## src/inc/pcnp_pkg.sv

```systemverilog
package pcnp_pkg;

    // ----------------------------------------------------------------
    // widths and counts
    // ----------------------------------------------------------------
    localparam int unsigned ADDR_W       = 32;
    localparam int unsigned BE_W         = 4;
    localparam int unsigned TMR_W        = 24;
    localparam int unsigned LAT_CLKS_DEF = 32768;

    typedef logic [ADDR_W-1:0] pcnp_word_t;
    typedef logic [BE_W-1:0]   pcnp_be_t;
    typedef logic [TMR_W-1:0]  pcnp_tmr_t;

    // ----------------------------------------------------------------
    // bus command codes
    // ----------------------------------------------------------------
    localparam logic [3:0] CMD_IO_RD  = 4'h2;
    localparam logic [3:0] CMD_IO_WR  = 4'h3;
    localparam logic [3:0] CMD_MEM_RD = 4'h6;
    localparam logic [3:0] CMD_MEM_WR = 4'h7;
    localparam logic [3:0] CMD_RD_MUL = 4'hC;
    localparam logic [3:0] CMD_RD_LN  = 4'hE;
    localparam logic [3:0] CMD_WR_INV = 4'hF;

    // ----------------------------------------------------------------
    // reset values
    // ----------------------------------------------------------------
    localparam pcnp_word_t RST_WORD = 32'h0000_0000;
    localparam pcnp_be_t   RST_BE   = 4'h0;
    localparam logic [3:0] RST_CMD  = 4'h0;
    localparam pcnp_tmr_t  RST_TMR  = 24'h00_0000;

    // ----------------------------------------------------------------
    // types
    // ----------------------------------------------------------------
    typedef enum logic [1:0] {
        HIT_NONE = 2'b00,
        HIT_NP   = 2'b01,
        HIT_PREF = 2'b10,
        HIT_IO   = 2'b11
    } pcnp_hit_t;

    typedef enum logic [2:0] {
        ST_IDLE   = 3'b000,
        ST_WR     = 3'b001,
        ST_RD_REQ = 3'b010,
        ST_RD_WT  = 3'b011,
        ST_RD_HLD = 3'b100
    } pcnp_st_t;

    typedef struct packed {
        logic       start;
        logic [3:0] cmd;
        pcnp_word_t addr;
        pcnp_be_t   be;
        pcnp_hit_t  hit;
        logic       io_abort;
        pcnp_word_t wdata;
    } pcnp_treq_t;

    typedef struct packed {
        logic       valid;
        logic       retry;
        logic       disc;
        logic       abort;
        logic       data_ok;
        pcnp_word_t rdata;
    } pcnp_tresp_t;

    typedef struct packed {
        logic       write;
        logic       read;
        pcnp_word_t addr;
        pcnp_be_t   be;
        pcnp_word_t wdata;
    } pcnp_mreq_t;

    typedef struct packed {
        pcnp_st_t    st;
        logic [3:0]  cmd;
        pcnp_word_t  addr;
        pcnp_be_t    be;
        pcnp_tmr_t   tmr;
        pcnp_tresp_t tresp;
        pcnp_mreq_t  mreq;
    } pcnp_state_t;

endpackage

```

## src/core/pcnp_target_path.sv

```systemverilog
`timescale 1ns/100ps
`default_nettype none

module pcnp_target_path #(
    parameter int unsigned          LAT_CLKS  = pcnp_pkg::LAT_CLKS_DEF,
    parameter pcnp_pkg::pcnp_word_t XLAT_BASE = 32'h0000_0000,
    parameter pcnp_pkg::pcnp_word_t XLAT_MASK = 32'h000F_FFFF
) (
    // clock and reset
    input  wire logic                  ref_clk,
    input  wire logic                  rst_n,
    // configuration
    input  wire logic                  single_cycle_only,
    // target controller side
    input  wire pcnp_pkg::pcnp_treq_t  treq,
    output var  pcnp_pkg::pcnp_tresp_t tresp,
    // ordering against system-to-pci writes
    input  wire logic                  s2p_wr_pending,
    // system-side master port
    output var  pcnp_pkg::pcnp_mreq_t  mreq,
    input  wire logic                  m_waitrequest,
    input  wire logic                  m_rdatavalid,
    input  wire pcnp_pkg::pcnp_word_t  m_rdata
);

    // ----------------------------------------------------------------
    // elaboration checks
    // ----------------------------------------------------------------
    if (LAT_CLKS < 2 || LAT_CLKS >= (1 << pcnp_pkg::TMR_W)) begin : g_bad_lat
        $error("pcnp_target_path: LAT_CLKS out of range");
    end

    localparam pcnp_pkg::pcnp_tmr_t LAT_M1 = pcnp_pkg::pcnp_tmr_t'(LAT_CLKS - 1);

    // ----------------------------------------------------------------
    // request decode
    // ----------------------------------------------------------------
    pcnp_pkg::pcnp_state_t q;
    pcnp_pkg::pcnp_state_t d;
    logic                  routed;
    logic                  is_rd;
    logic                  is_wr;
    logic                  cmd_match;
    logic                  expired;
    pcnp_pkg::pcnp_word_t  xlat_addr;

    // single-cycle profile folds prefetch windows into this path
    assign routed = (treq.hit == pcnp_pkg::HIT_NP) || (treq.hit == pcnp_pkg::HIT_IO) ||
                    (treq.hit == pcnp_pkg::HIT_PREF && single_cycle_only);

    // every read command is one kind here
    assign is_rd = (treq.cmd == pcnp_pkg::CMD_IO_RD) || (treq.cmd == pcnp_pkg::CMD_MEM_RD) ||
                   (treq.cmd == pcnp_pkg::CMD_RD_MUL) || (treq.cmd == pcnp_pkg::CMD_RD_LN);

    // write-and-invalidate is a plain write on this path
    assign is_wr = (treq.cmd == pcnp_pkg::CMD_MEM_WR) || (treq.cmd == pcnp_pkg::CMD_WR_INV) ||
                   (treq.cmd == pcnp_pkg::CMD_IO_WR);

    // a repeat must match all three fields, or it counts as a stranger
    assign cmd_match = (treq.cmd == q.cmd) && (treq.addr == q.addr) && (treq.be == q.be);

    // a level, not a pulse: the counter parks on the limit
    assign expired = (q.tmr == LAT_M1);

    // window offset onto the system-side base
    assign xlat_addr = XLAT_BASE | (treq.addr & XLAT_MASK);

    // ----------------------------------------------------------------
    // next state
    // ----------------------------------------------------------------
    always_comb begin
        d               = q;
        d.tresp.valid   = 1'b0;
        d.tresp.retry   = 1'b0;
        d.tresp.disc    = 1'b0;
        d.tresp.abort   = 1'b0;
        d.tresp.data_ok = 1'b0;

        // saturates, so expiry stays visible until the read is dropped
        if (q.st != pcnp_pkg::ST_IDLE && q.st != pcnp_pkg::ST_WR && !expired) begin
            d.tmr = q.tmr + 1'b1;
        end

        unique case (q.st)
            pcnp_pkg::ST_IDLE: begin
            end
            pcnp_pkg::ST_WR: begin
                if (!m_waitrequest) begin
                    d.mreq.write = 1'b0;
                    d.st         = pcnp_pkg::ST_IDLE;
                end
            end
            pcnp_pkg::ST_RD_REQ: begin
                if (!m_waitrequest) begin
                    d.mreq.read = 1'b0;
                    d.st        = pcnp_pkg::ST_RD_WT;
                end
            end
            pcnp_pkg::ST_RD_WT: begin
                // the system read must finish before the register is freed
                if (m_rdatavalid) begin
                    // data that arrives too late is dropped, never offered
                    d.tresp.rdata = expired ? pcnp_pkg::RST_WORD : m_rdata;
                    d.st          = expired ? pcnp_pkg::ST_IDLE : pcnp_pkg::ST_RD_HLD;
                end
            end
            pcnp_pkg::ST_RD_HLD: begin
                if (expired) begin
                    d.st          = pcnp_pkg::ST_IDLE;
                    d.tresp.rdata = pcnp_pkg::RST_WORD;
                end
            end
        endcase

        if (treq.start && routed && (is_rd || is_wr)) begin
            d.tresp.valid = 1'b1;
            // decode outcome is final, so abort wins over a busy retry
            if (is_wr && treq.hit == pcnp_pkg::HIT_IO && treq.io_abort) begin
                d.tresp.abort = 1'b1;
            end else if (q.st != pcnp_pkg::ST_IDLE) begin
                if (is_rd && q.st == pcnp_pkg::ST_RD_HLD && cmd_match && !expired &&
                    !s2p_wr_pending) begin
                    d.tresp.data_ok = 1'b1;
                    d.tresp.disc    = 1'b1;
                    d.st            = pcnp_pkg::ST_IDLE;
                end else begin
                    // nothing of the refused request is kept
                    d.tresp.retry = 1'b1;
                end
            end else if (is_wr) begin
                d.cmd         = treq.cmd;
                d.addr        = treq.addr;
                d.be          = treq.be;
                d.tresp.disc  = 1'b1;
                d.mreq.write  = 1'b1;
                d.mreq.addr   = xlat_addr;
                d.mreq.be     = treq.be;
                d.mreq.wdata  = treq.wdata;
                d.st          = pcnp_pkg::ST_WR;
            end else begin
                d.cmd         = treq.cmd;
                d.addr        = treq.addr;
                d.be          = treq.be;
                d.tresp.retry = 1'b1;
                d.mreq.read   = 1'b1;
                d.mreq.addr   = xlat_addr;
                d.mreq.be     = treq.be;
                d.tmr         = pcnp_pkg::RST_TMR;
                d.st          = pcnp_pkg::ST_RD_REQ;
            end
        end
    end

    // ----------------------------------------------------------------
    // state register
    // ----------------------------------------------------------------
    always_ff @(posedge ref_clk) begin
        if (!rst_n) begin
            q.st            <= pcnp_pkg::ST_IDLE;
            q.cmd           <= pcnp_pkg::RST_CMD;
            q.addr          <= pcnp_pkg::RST_WORD;
            q.be            <= pcnp_pkg::RST_BE;
            q.tmr           <= pcnp_pkg::RST_TMR;
            q.tresp.valid   <= 1'b0;
            q.tresp.retry   <= 1'b0;
            q.tresp.disc    <= 1'b0;
            q.tresp.abort   <= 1'b0;
            q.tresp.data_ok <= 1'b0;
            q.tresp.rdata   <= pcnp_pkg::RST_WORD;
            q.mreq.write    <= 1'b0;
            q.mreq.read     <= 1'b0;
            q.mreq.addr     <= pcnp_pkg::RST_WORD;
            q.mreq.be       <= pcnp_pkg::RST_BE;
            q.mreq.wdata    <= pcnp_pkg::RST_WORD;
        end else begin
            q <= d;
        end
    end

    assign tresp = q.tresp;
    assign mreq  = q.mreq;
endmodule

`default_nettype wire

```

## config.mk

```make
export PLATFORM = sky130hd
export DESIGN_NAME = pcnp_target_path
export DESIGN_NICKNAME = d
export VERILOG_FILES = /design/src/inc/pcnp_pkg.sv /design/src/core/pcnp_target_path.sv
export SDC_FILE = /design/constraint.sdc
export NUM_CORES = 1
export LEC_CHECK = 0
export ABC_CLOCK_PERIOD_IN_PS = 2200
export BUFFER_PORTS_ARGS = -buffer_cell sky130_fd_sc_hd__buf_2
export CORE_MARGIN = 2
export CORE_UTILIZATION = 40
export DETAILED_ROUTE_END_ITERATION = 10
export GPL_TIMING_DRIVEN = 0
export PLACE_DENSITY = 0.71
export SETUP_SLACK_MARGIN = 0.4
export SKIP_LAST_GASP = 1
export SLEW_MARGIN = 20
export SYNTH_ARGS = -nofsm -noshare
export SYNTH_HDL_FRONTEND = slang
export SYNTH_SLANG_ARGS = --single-unit
```

## constraint.sdc

```tcl
create_clock -name ref_clk -period 2.2 [get_ports ref_clk]
set_input_delay 0.44 -clock ref_clk [delete_from_list [all_inputs] [get_ports ref_clk]]
set_output_delay 0.44 -clock ref_clk [all_outputs]
set_load 0.1 [all_outputs]
```

==> out/metrics.cfg, run 1 <==
[outcome]
status=completed

[setup_path]
r2r-start=q[143]
endpoint=tresp[32]
r2r_cells=5
rr_endpoint=tresp[32]
crit_fanout=3
crit_cells=5
crit_family=simple AND/OR/NAND/NOR gates
worstPathRequired_ps=2560
cp_slowest_stage_delay_ps=550
reg2reg_slack_ps=290
critical_path_buf_inv_count=0
path_cells=xor2_2 -> or4_4 -> nor4_4 -> and4_4 -> and3_4
critPathLaunchType=register
crit_path_start=q[143]
crit_arrival_ps=2270
critPathCaptureType=register
crit_path_top_delay_cell=or4_4
worstSetupPathType=reg2reg

[placement]
io_buffers=206
dp_cells=1208
dp_hpwl_um=13000
place_congestion=0.840

[clock_network]
cts_hold_buf=0
clock-sinks=138
numCtsBuffers=17
cts_buffer_depth=2
root_buffer=clkbuf_16
cts_tree=yes
clk_pin_slew_ps=60
cts.htree.levels=4
clk_latency_ps=420

[logic_synthesis]
netlist_area_um2=6750
synth_area_per_cell_um2=8.77
yosysSeqAreaShare_pct=40.9
ys.flop_type=dfxtp_1
synth_edf_count=0
ys_seq_elements=138
async_reset_ff_share_pct=0
yosysWarnings=0
yosys.area.top_type_share_pct=40.9
synth_cells=770
synth.area.top_cells=dfxtp_1 41%, buf_4 12%, mux2i_1 6.1%, nor2_1 6.1%, xnor2_1 4.9%
synth_cell_type_count=54
yosysTopAreaCell=dfxtp_1

[job]
cap_violations=0

[die]
pin_count=221
core_area_um2=16500
start_util_pct=40.9
die_h_um=134
die_w_um=134
num_rows=47
fp.dieArea_um2=17900

[route]
first_pass_iters=5
drtAntennaViolNets=0
vias_per_cell=4.83
via_count=6158
drt_wl_total_um=19200
post_drt_wl_per_cell_um=15.1
drc=0
drt-initial-drc-count=265

[timing]
slew_headroom_pct=44.2
rsz0062_at_grt=yes
finClkSkew_ps=9.04
drv_slew=0
fin_crit_ps=1910
clock.fmax_mhz=524
min_period_over_period_pct=86.7
finalHoldViolations=0
worstMarginPinSlew_ps=816
setup_viol=0

[cells_and_area]
stdcell_count=1274
final_net_count=1156
drive_gt1_share_pct=47.7
syn_to_final_growth_pct=44.9

[grt]
grt_max_degree=17
grt_pass1_vias=5853
grt_pass1_wl_um=28700
grt_overflow_total=0
antenna_found_initial=2
grtUsageTotal_pct=20.2

[worst_hold_path]
whs_path_depth=3
hp-class=in2reg

[power_and_ir_drop]
ir_drop_mv=0.523
power_density_nw_per_um2=661
power.leakage_nw=4.26
switchingPower_mw=1.75
p_clk_share_pct=45.3
seqPwrFrac_pct=39.9
p_sw_share_pct=27.1
combPwrFrac_pct=14.8
total_power_mw=6.46
p_int_mw=4.71

## layout by cell type (no fill, tap or decap), drive strengths merged, types with 2 or more instances in the layout
| cell | instances |
|---|---|
| clkinv | 5 |
| nor4 | 17 |
| or2 | 2 |
| or4 | 5 |
| inv | 10 |
| a2111oi | 3 |
| nand4 | 15 |
| o211ai | 4 |
| and3 | 5 |
| nor2b | 2 |
| o22ai | 2 |
| conb | 12 |
| bufinv | 3 |
| nor3 | 8 |
| nand3 | 11 |
| or3 | 5 |
| a31oi | 4 |
| buf | 342 |
| dfxtp | 138 |
| o21ai | 2 |
| a22oi | 33 |
| and4 | 3 |
| nor2 | 109 |
| xnor2 | 38 |
| a211oi | 5 |
| nand4b | 4 |
| mux2i | 41 |
| a21boi | 2 |
| a21oi | 37 |
| clkbuf | 66 |
| xor2 | 24 |
| nand2 | 80 |
| nor4b | 3 |
## cell families (layout without fill, tap and decap cells)
group | count (synthesis) | after routing | synth area share [%]
AO/OA/AOI/OAI | 98 | 98 | 9.76
XOR/XNOR | 62 | 62 | 8.04
adder cells (fa/ha/maj) | 1 | 1 | 0.185
buffers and inverters | 155 | 427 | 15.1
flip-flops | 138 | 138 | 40.9
multiplexers | 41 | 41 | 6.08
other | 1 | 13 | 0.0555
AND/OR/NAND/NOR | 274 | 274 | 19.9
## worst min-delay path, cell delays in order
cell,delay [ps]
buf_2,80
a22oi_2,50
nor2_1,70
## metal layers
metal | vias to the layer above | track usage (%) | part of all wire [%]
met1 | 2813 | 24.3 | 40
met4 | 0 | 8.39 | 3.3
met2 | 249 | 33.4 | 49
met5 | - | 0 | 0
li1 | 3048 | - | -
met3 | 48 | 6.42 | 7.3
## cell usage after synthesis (5+ instances only)
| cell type | instances |
|---|---|
| a211oi_1 | 5 |
| a21oi_1 | 37 |
| a22oi_1 | 33 |
| and3_1 | 5 |
| buf_2 | 9 |
| buf_4 | 111 |
| clkbuf_1 | 25 |
| dfxtp_1 | 138 |
| inv_1 | 8 |
| mux2i_1 | 41 |
| nand2_1 | 80 |
| nand3_1 | 11 |
| nand4_1 | 14 |
| nor2_1 | 109 |
| nor3_1 | 6 |
| nor4_1 | 9 |
| nor4_2 | 7 |
| or3_1 | 5 |
| or4_1 | 5 |
| xnor2_1 | 38 |
| xor2_1 | 24 |
## metrics by stage
step | setup TNS [ps] | hold slack, ps | worst slack [ps] | cell area [um2] | utilization (%)
after CTS | 0 | 239 | 306 | 9380 | 56.8
after detailed placement | -3500 | 448 | -209 | 8130 | 49.2
after floorplan | 0 | 437 | 367 | 6810 | -
final | 0 | 252 | 293 | 9780 | 59.2
after global routing | 0 | 236 | 241 | 9780 | 59.2
after global placement | -3190 | 442 | -172 | 8120 | 49.1
## layout make-up
cell class	count	area (um2)
Tap cell	220	275
Sequential cell	138	2800
Timing Repair Buffer	241	1460
Fill cell	1435	6740
Buffer	146	1170
Inverter	9	33.8
Antenna cell	1	2.50
Multi-Input combinational cell	488	3440
Clock inverter	10	143
Clock buffer	21	460
## registers in the layout (all words and copies together), names as in the netlist
name and cells:
tresp 37, q 67, mreq 34
## worst min path at each step
stage | to | slack [ps] | startpoint
final | tresp[13] | 250 | m_rdata[13]
after global routing | mreq[24] | 240 | treq[24]
after detailed placement | mreq[26] | 450 | mreq[26]
after global placement | mreq[16] | 440 | mreq[16]
after CTS | tresp[8] | 240 | m_rdata[8]
after floorplan | mreq[0] | 440 | mreq[0]
## power by group through the flow
stage	Sequential [mW]	Clock (mW)	Combinational, mW
2_1_floorplan	2.63	0	0.636
6_report	2.58	2.93	0.957
3_5_place_dp	2.64	0	0.855
5_1_grt	2.59	3.10	1.01
4_1_cts	2.58	2.97	0.908
3_3_place_gp	2.63	0	0.852
## repair_timing
item | CTS | global route
gates resized for setup | 116 | 81
setup buffers | 17 | 9
setup endpoints to repair | 132 | 150
cloned | 4 | 4
pin swaps | 46 | 15
Note: power is estimated with default switching activity, not from simulation.
==> inputs of run 2 (changes only) <==
--- a/config.mk
+++ b/config.mk
@@ -5,13 +5,14 @@
 export SDC_FILE = /design/constraint.sdc
 export NUM_CORES = 1
 export LEC_CHECK = 0
-export ABC_CLOCK_PERIOD_IN_PS = 2200
+export ABC_CLOCK_PERIOD_IN_PS = 1700
 export BUFFER_PORTS_ARGS = -buffer_cell sky130_fd_sc_hd__buf_2
-export CORE_MARGIN = 2
-export CORE_UTILIZATION = 40
+export CELL_PAD_IN_SITES_DETAIL_PLACEMENT = 1
+export CELL_PAD_IN_SITES_GLOBAL_PLACEMENT = 1
+export CORE_UTILIZATION = 34
 export DETAILED_ROUTE_END_ITERATION = 10
 export GPL_TIMING_DRIVEN = 0
-export PLACE_DENSITY = 0.71
+export PLACE_DENSITY = 0.82
 export SETUP_SLACK_MARGIN = 0.4
 export SKIP_LAST_GASP = 1
 export SLEW_MARGIN = 20
==> constraint.sdc (replaced) <==
create_clock -name ref_clk -period 1.7 [get_ports ref_clk]
set_input_delay 0.34 -clock ref_clk [delete_from_list [all_inputs] [get_ports ref_clk]]
set_output_delay 0.34 -clock ref_clk [all_outputs]
set_load 0.1 [all_outputs]
==> out/metrics.cfg, run 2 (synthesis results as in run 1) <==
[clock_network]
cts.htree.levels=4  ; unchanged
cts_tree=yes  ; unchanged
numCtsBuffers=17  ; unchanged
root_buffer=clkbuf_16  ; unchanged
clk_pin_slew_ps=70  ; was 60 ps
clock-sinks=138  ; unchanged
clk_latency_ps=450  ; was 420 ps
cts_buffer_depth=2  ; unchanged
cts_hold_buf=0  ; unchanged

[cells_and_area]
layout_common_cells=124 x buf_4, 113 x buf_2, 108 x buf_6, 107 x buf_12, 105 x nor2_1  ; was 187 x buf_2, 133 x buf_4, 120 x dfxtp_1, 108 x nor2_1, 80 x nand2_1
finish.instance_area_um2=13300  ; was 9780 um2
drive_gt1_share_pct=67.8  ; was 47.7%
final_net_count=1265  ; was 1156
stdcell_count=1433  ; was 1274
utilization_pct=68.5  ; was 59.2%
reg_top3=q (67), tresp (37), mreq (34)  ; unchanged
syn_to_final_growth_pct=97.4  ; was 44.9%
nFillCells=1969  ; was 1435
largest_register=q  ; unchanged
register_area_um2=2950  ; was 2800 um2
largest_reg_flops=67  ; unchanged
final_common_cell=buf_4  ; was buf_2
multiInputGateArea_um2=3900  ; was 3440 um2

[timing]
slew_headroom_pct=33.9  ; was 44.2%
min_period_over_period_pct=131  ; was 86.7%
rsz0062_at_grt=yes  ; unchanged
layout_setup_ws_ps=-532  ; was 293 ps
finClkSkew_ps=21.3  ; was 9.04 ps
worstMarginPinSlew_ps=992  ; was 816 ps
worst_hold_slack_ps=148  ; was 252 ps
drv_slew=0  ; unchanged
finalHoldViolations=0  ; unchanged
fin_crit_ps=2230  ; was 1910 ps
setup_viol=134  ; was 0
clock.fmax_mhz=448  ; was 524 MHz

[setup_path]
r2r_cells=9  ; was 5
r2r-start=q[107]  ; was q[143]
path_common_cell=buf_6
path_cells=ha_4 -> nor4bb_4 -> and4_1 -> buf_6 -> buf_6 -> buf_12 -> a22oi_2 -> mux2i_2 -> nor2_1  ; was xor2_2 -> or4_4 -> nor4_4 -> and4_4 -> and3_4
crit_path_top_delay_cell=dfxtp_4  ; was or4_4
crit_fanout=4  ; was 3
cp_slowest_stage_delay_ps=360  ; was 550 ps
reg2reg_slack_ps=-530  ; was 290 ps
crit_arrival_ps=2530  ; was 2270 ps
worstSetupPathType=reg2reg  ; unchanged
critPathLaunchType=register  ; unchanged
rr_endpoint=q[108]  ; was tresp[32]
worstPathRequired_ps=2000  ; was 2560 ps
critPathCaptureType=register  ; unchanged

[die]
start_util_pct=34.7  ; was 40.9%
fp.dieArea_um2=20400  ; was 17900 um2
die_h_um=143  ; was 134 um
num_rows=51  ; was 47
die_w_um=143  ; was 134 um
pin_count=221  ; unchanged
core_area_um2=19500  ; was 16500 um2

[placement]
dp_cells=1253  ; was 1208
placed_cell_area_um2=8550  ; was 8130 um2
io_buffers=206  ; unchanged
dp_hpwl_um=15400  ; was 13000 um
place_congestion=0.790  ; was 0.840

[outcome]
violations=negative setup slack
status=complete, but fails checks  ; was completed

[grt]
grt_pass1_vias=7920  ; was 5853
antenna_found_initial=4  ; was 2
grtUsageTotal_pct=30.0  ; was 20.2%
grt_pass1_wl_um=45600  ; was 28700 um
grt_max_degree=17  ; unchanged
grt_overflow_total=0  ; unchanged

[worst_hold_path]
hp-class=in2reg  ; unchanged
hold_end=mreq[11]  ; was tresp[13]
hold_path_startpoint=treq[11]  ; was m_rdata[13]
whs_path_depth=3  ; unchanged

[route]
drt-initial-drc-count=580  ; was 265
drc=0  ; unchanged
drt_wl_total_um=42200  ; was 19200 um
vias_per_cell=5.61  ; was 4.83
drtAntennaViolNets=0  ; unchanged
via_count=8032  ; was 6158
first_pass_iters=5  ; unchanged
post_drt_wl_per_cell_um=29.5  ; was 15.1 um

[job]
cap_violations=0  ; unchanged

[power_and_ir_drop]
power.leakage_nw=5.39  ; was 4.26 nW
total_power_mw=9.11  ; was 6.46 mW
power_density_nw_per_um2=683  ; was 661 nW/um2
ir_drop_mv=0.843  ; was 0.523 mV

## run 2: changes by cell type in the layout (fill, tap and decap cells not counted), sizes merged
cell	previous run	this run
buf	342	472
clkinv	5	2
clkinvlp	1	5
clkbuf	66	46
bufinv	3	2
diode	1	5
## run 2: metal layers
layer  vias up  global-route usage [%]  part of all wire (%)
li1       3274                       -                     -
met1      3956                    29.8                    35
met2       586                    56.6                    50
met3       216                    6.81                   7.5
met4         0                    17.5                   7.8
met5         -                       0                     0
## run 2: worst max-delay path by stage
stage	start	to	slack [ps]	cells past startpoint
6_report	q[107]	q[108]	-530	9
5_1_grt	q[108]	tresp[7]	-560	11
4_1_cts	q[173]	q[135]	-220	8
3_5_place_dp	q[173]	q[130]	-540	6
3_3_place_gp	treq[73]	q[131]	-500	7
2_1_floorplan	q[173]	q[162]	-50	6
## run 2: layout make-up
class                   count  share of cell area (%)
clock inverters            10                   0.873
repair buffers            350                    29.5
diodes                      5                  0.0939
flip-flops and latches    138                    22.1
plain buffers             146                    11.8
well taps                 265                    2.49
inverters                   9                   0.253
multi-input cells         488                    29.3
clock buffers              22                    3.56
## run 2: critical path: cells and delay by family, from the launching register on
family | cells | cell delay [ps]
fa+ha+maj | 1 | 160
buf+inv | 3 | 380
simple gates | 3 | 520
mux | 1 | 360
flops | 1 | 360
compound gates | 1 | 300
## run 2: power by group
part | total (mW) | leakage [nW] | switching [mW] | internal (mW)
clock network | 4.04 | 0.275 | 1.76 | 2.28
logic | 1.70 | 3.94 | 1.05 | 0.654
registers | 3.36 | 1.18 | 0.0799 | 3.28
total | 9.11 | 5.39 | 2.89 | 6.22
## run 2: metrics by stage
step / worst slack [ps] / TNS, ps
3_5_place_dp: -539 / -45490
2_1_floorplan: -48.3 / -2040
4_1_cts: -222 / -11540
5_1_grt: -565 / -44740
6_report: -532 / -40410
3_3_place_gp: -496 / -43680
## run 2: timing repair
| item | in CTS | in global routing |
|---|---|---|
| hold endpoints to repair | 0 | 0 |
| gates resized for setup | 426 | 418 |
| pin swaps | 46 | 47 |
| buffers inserted | 67 | 59 |
| endpoints found under the setup margin | 229 | 231 |
| cloned | 15 | 2 |
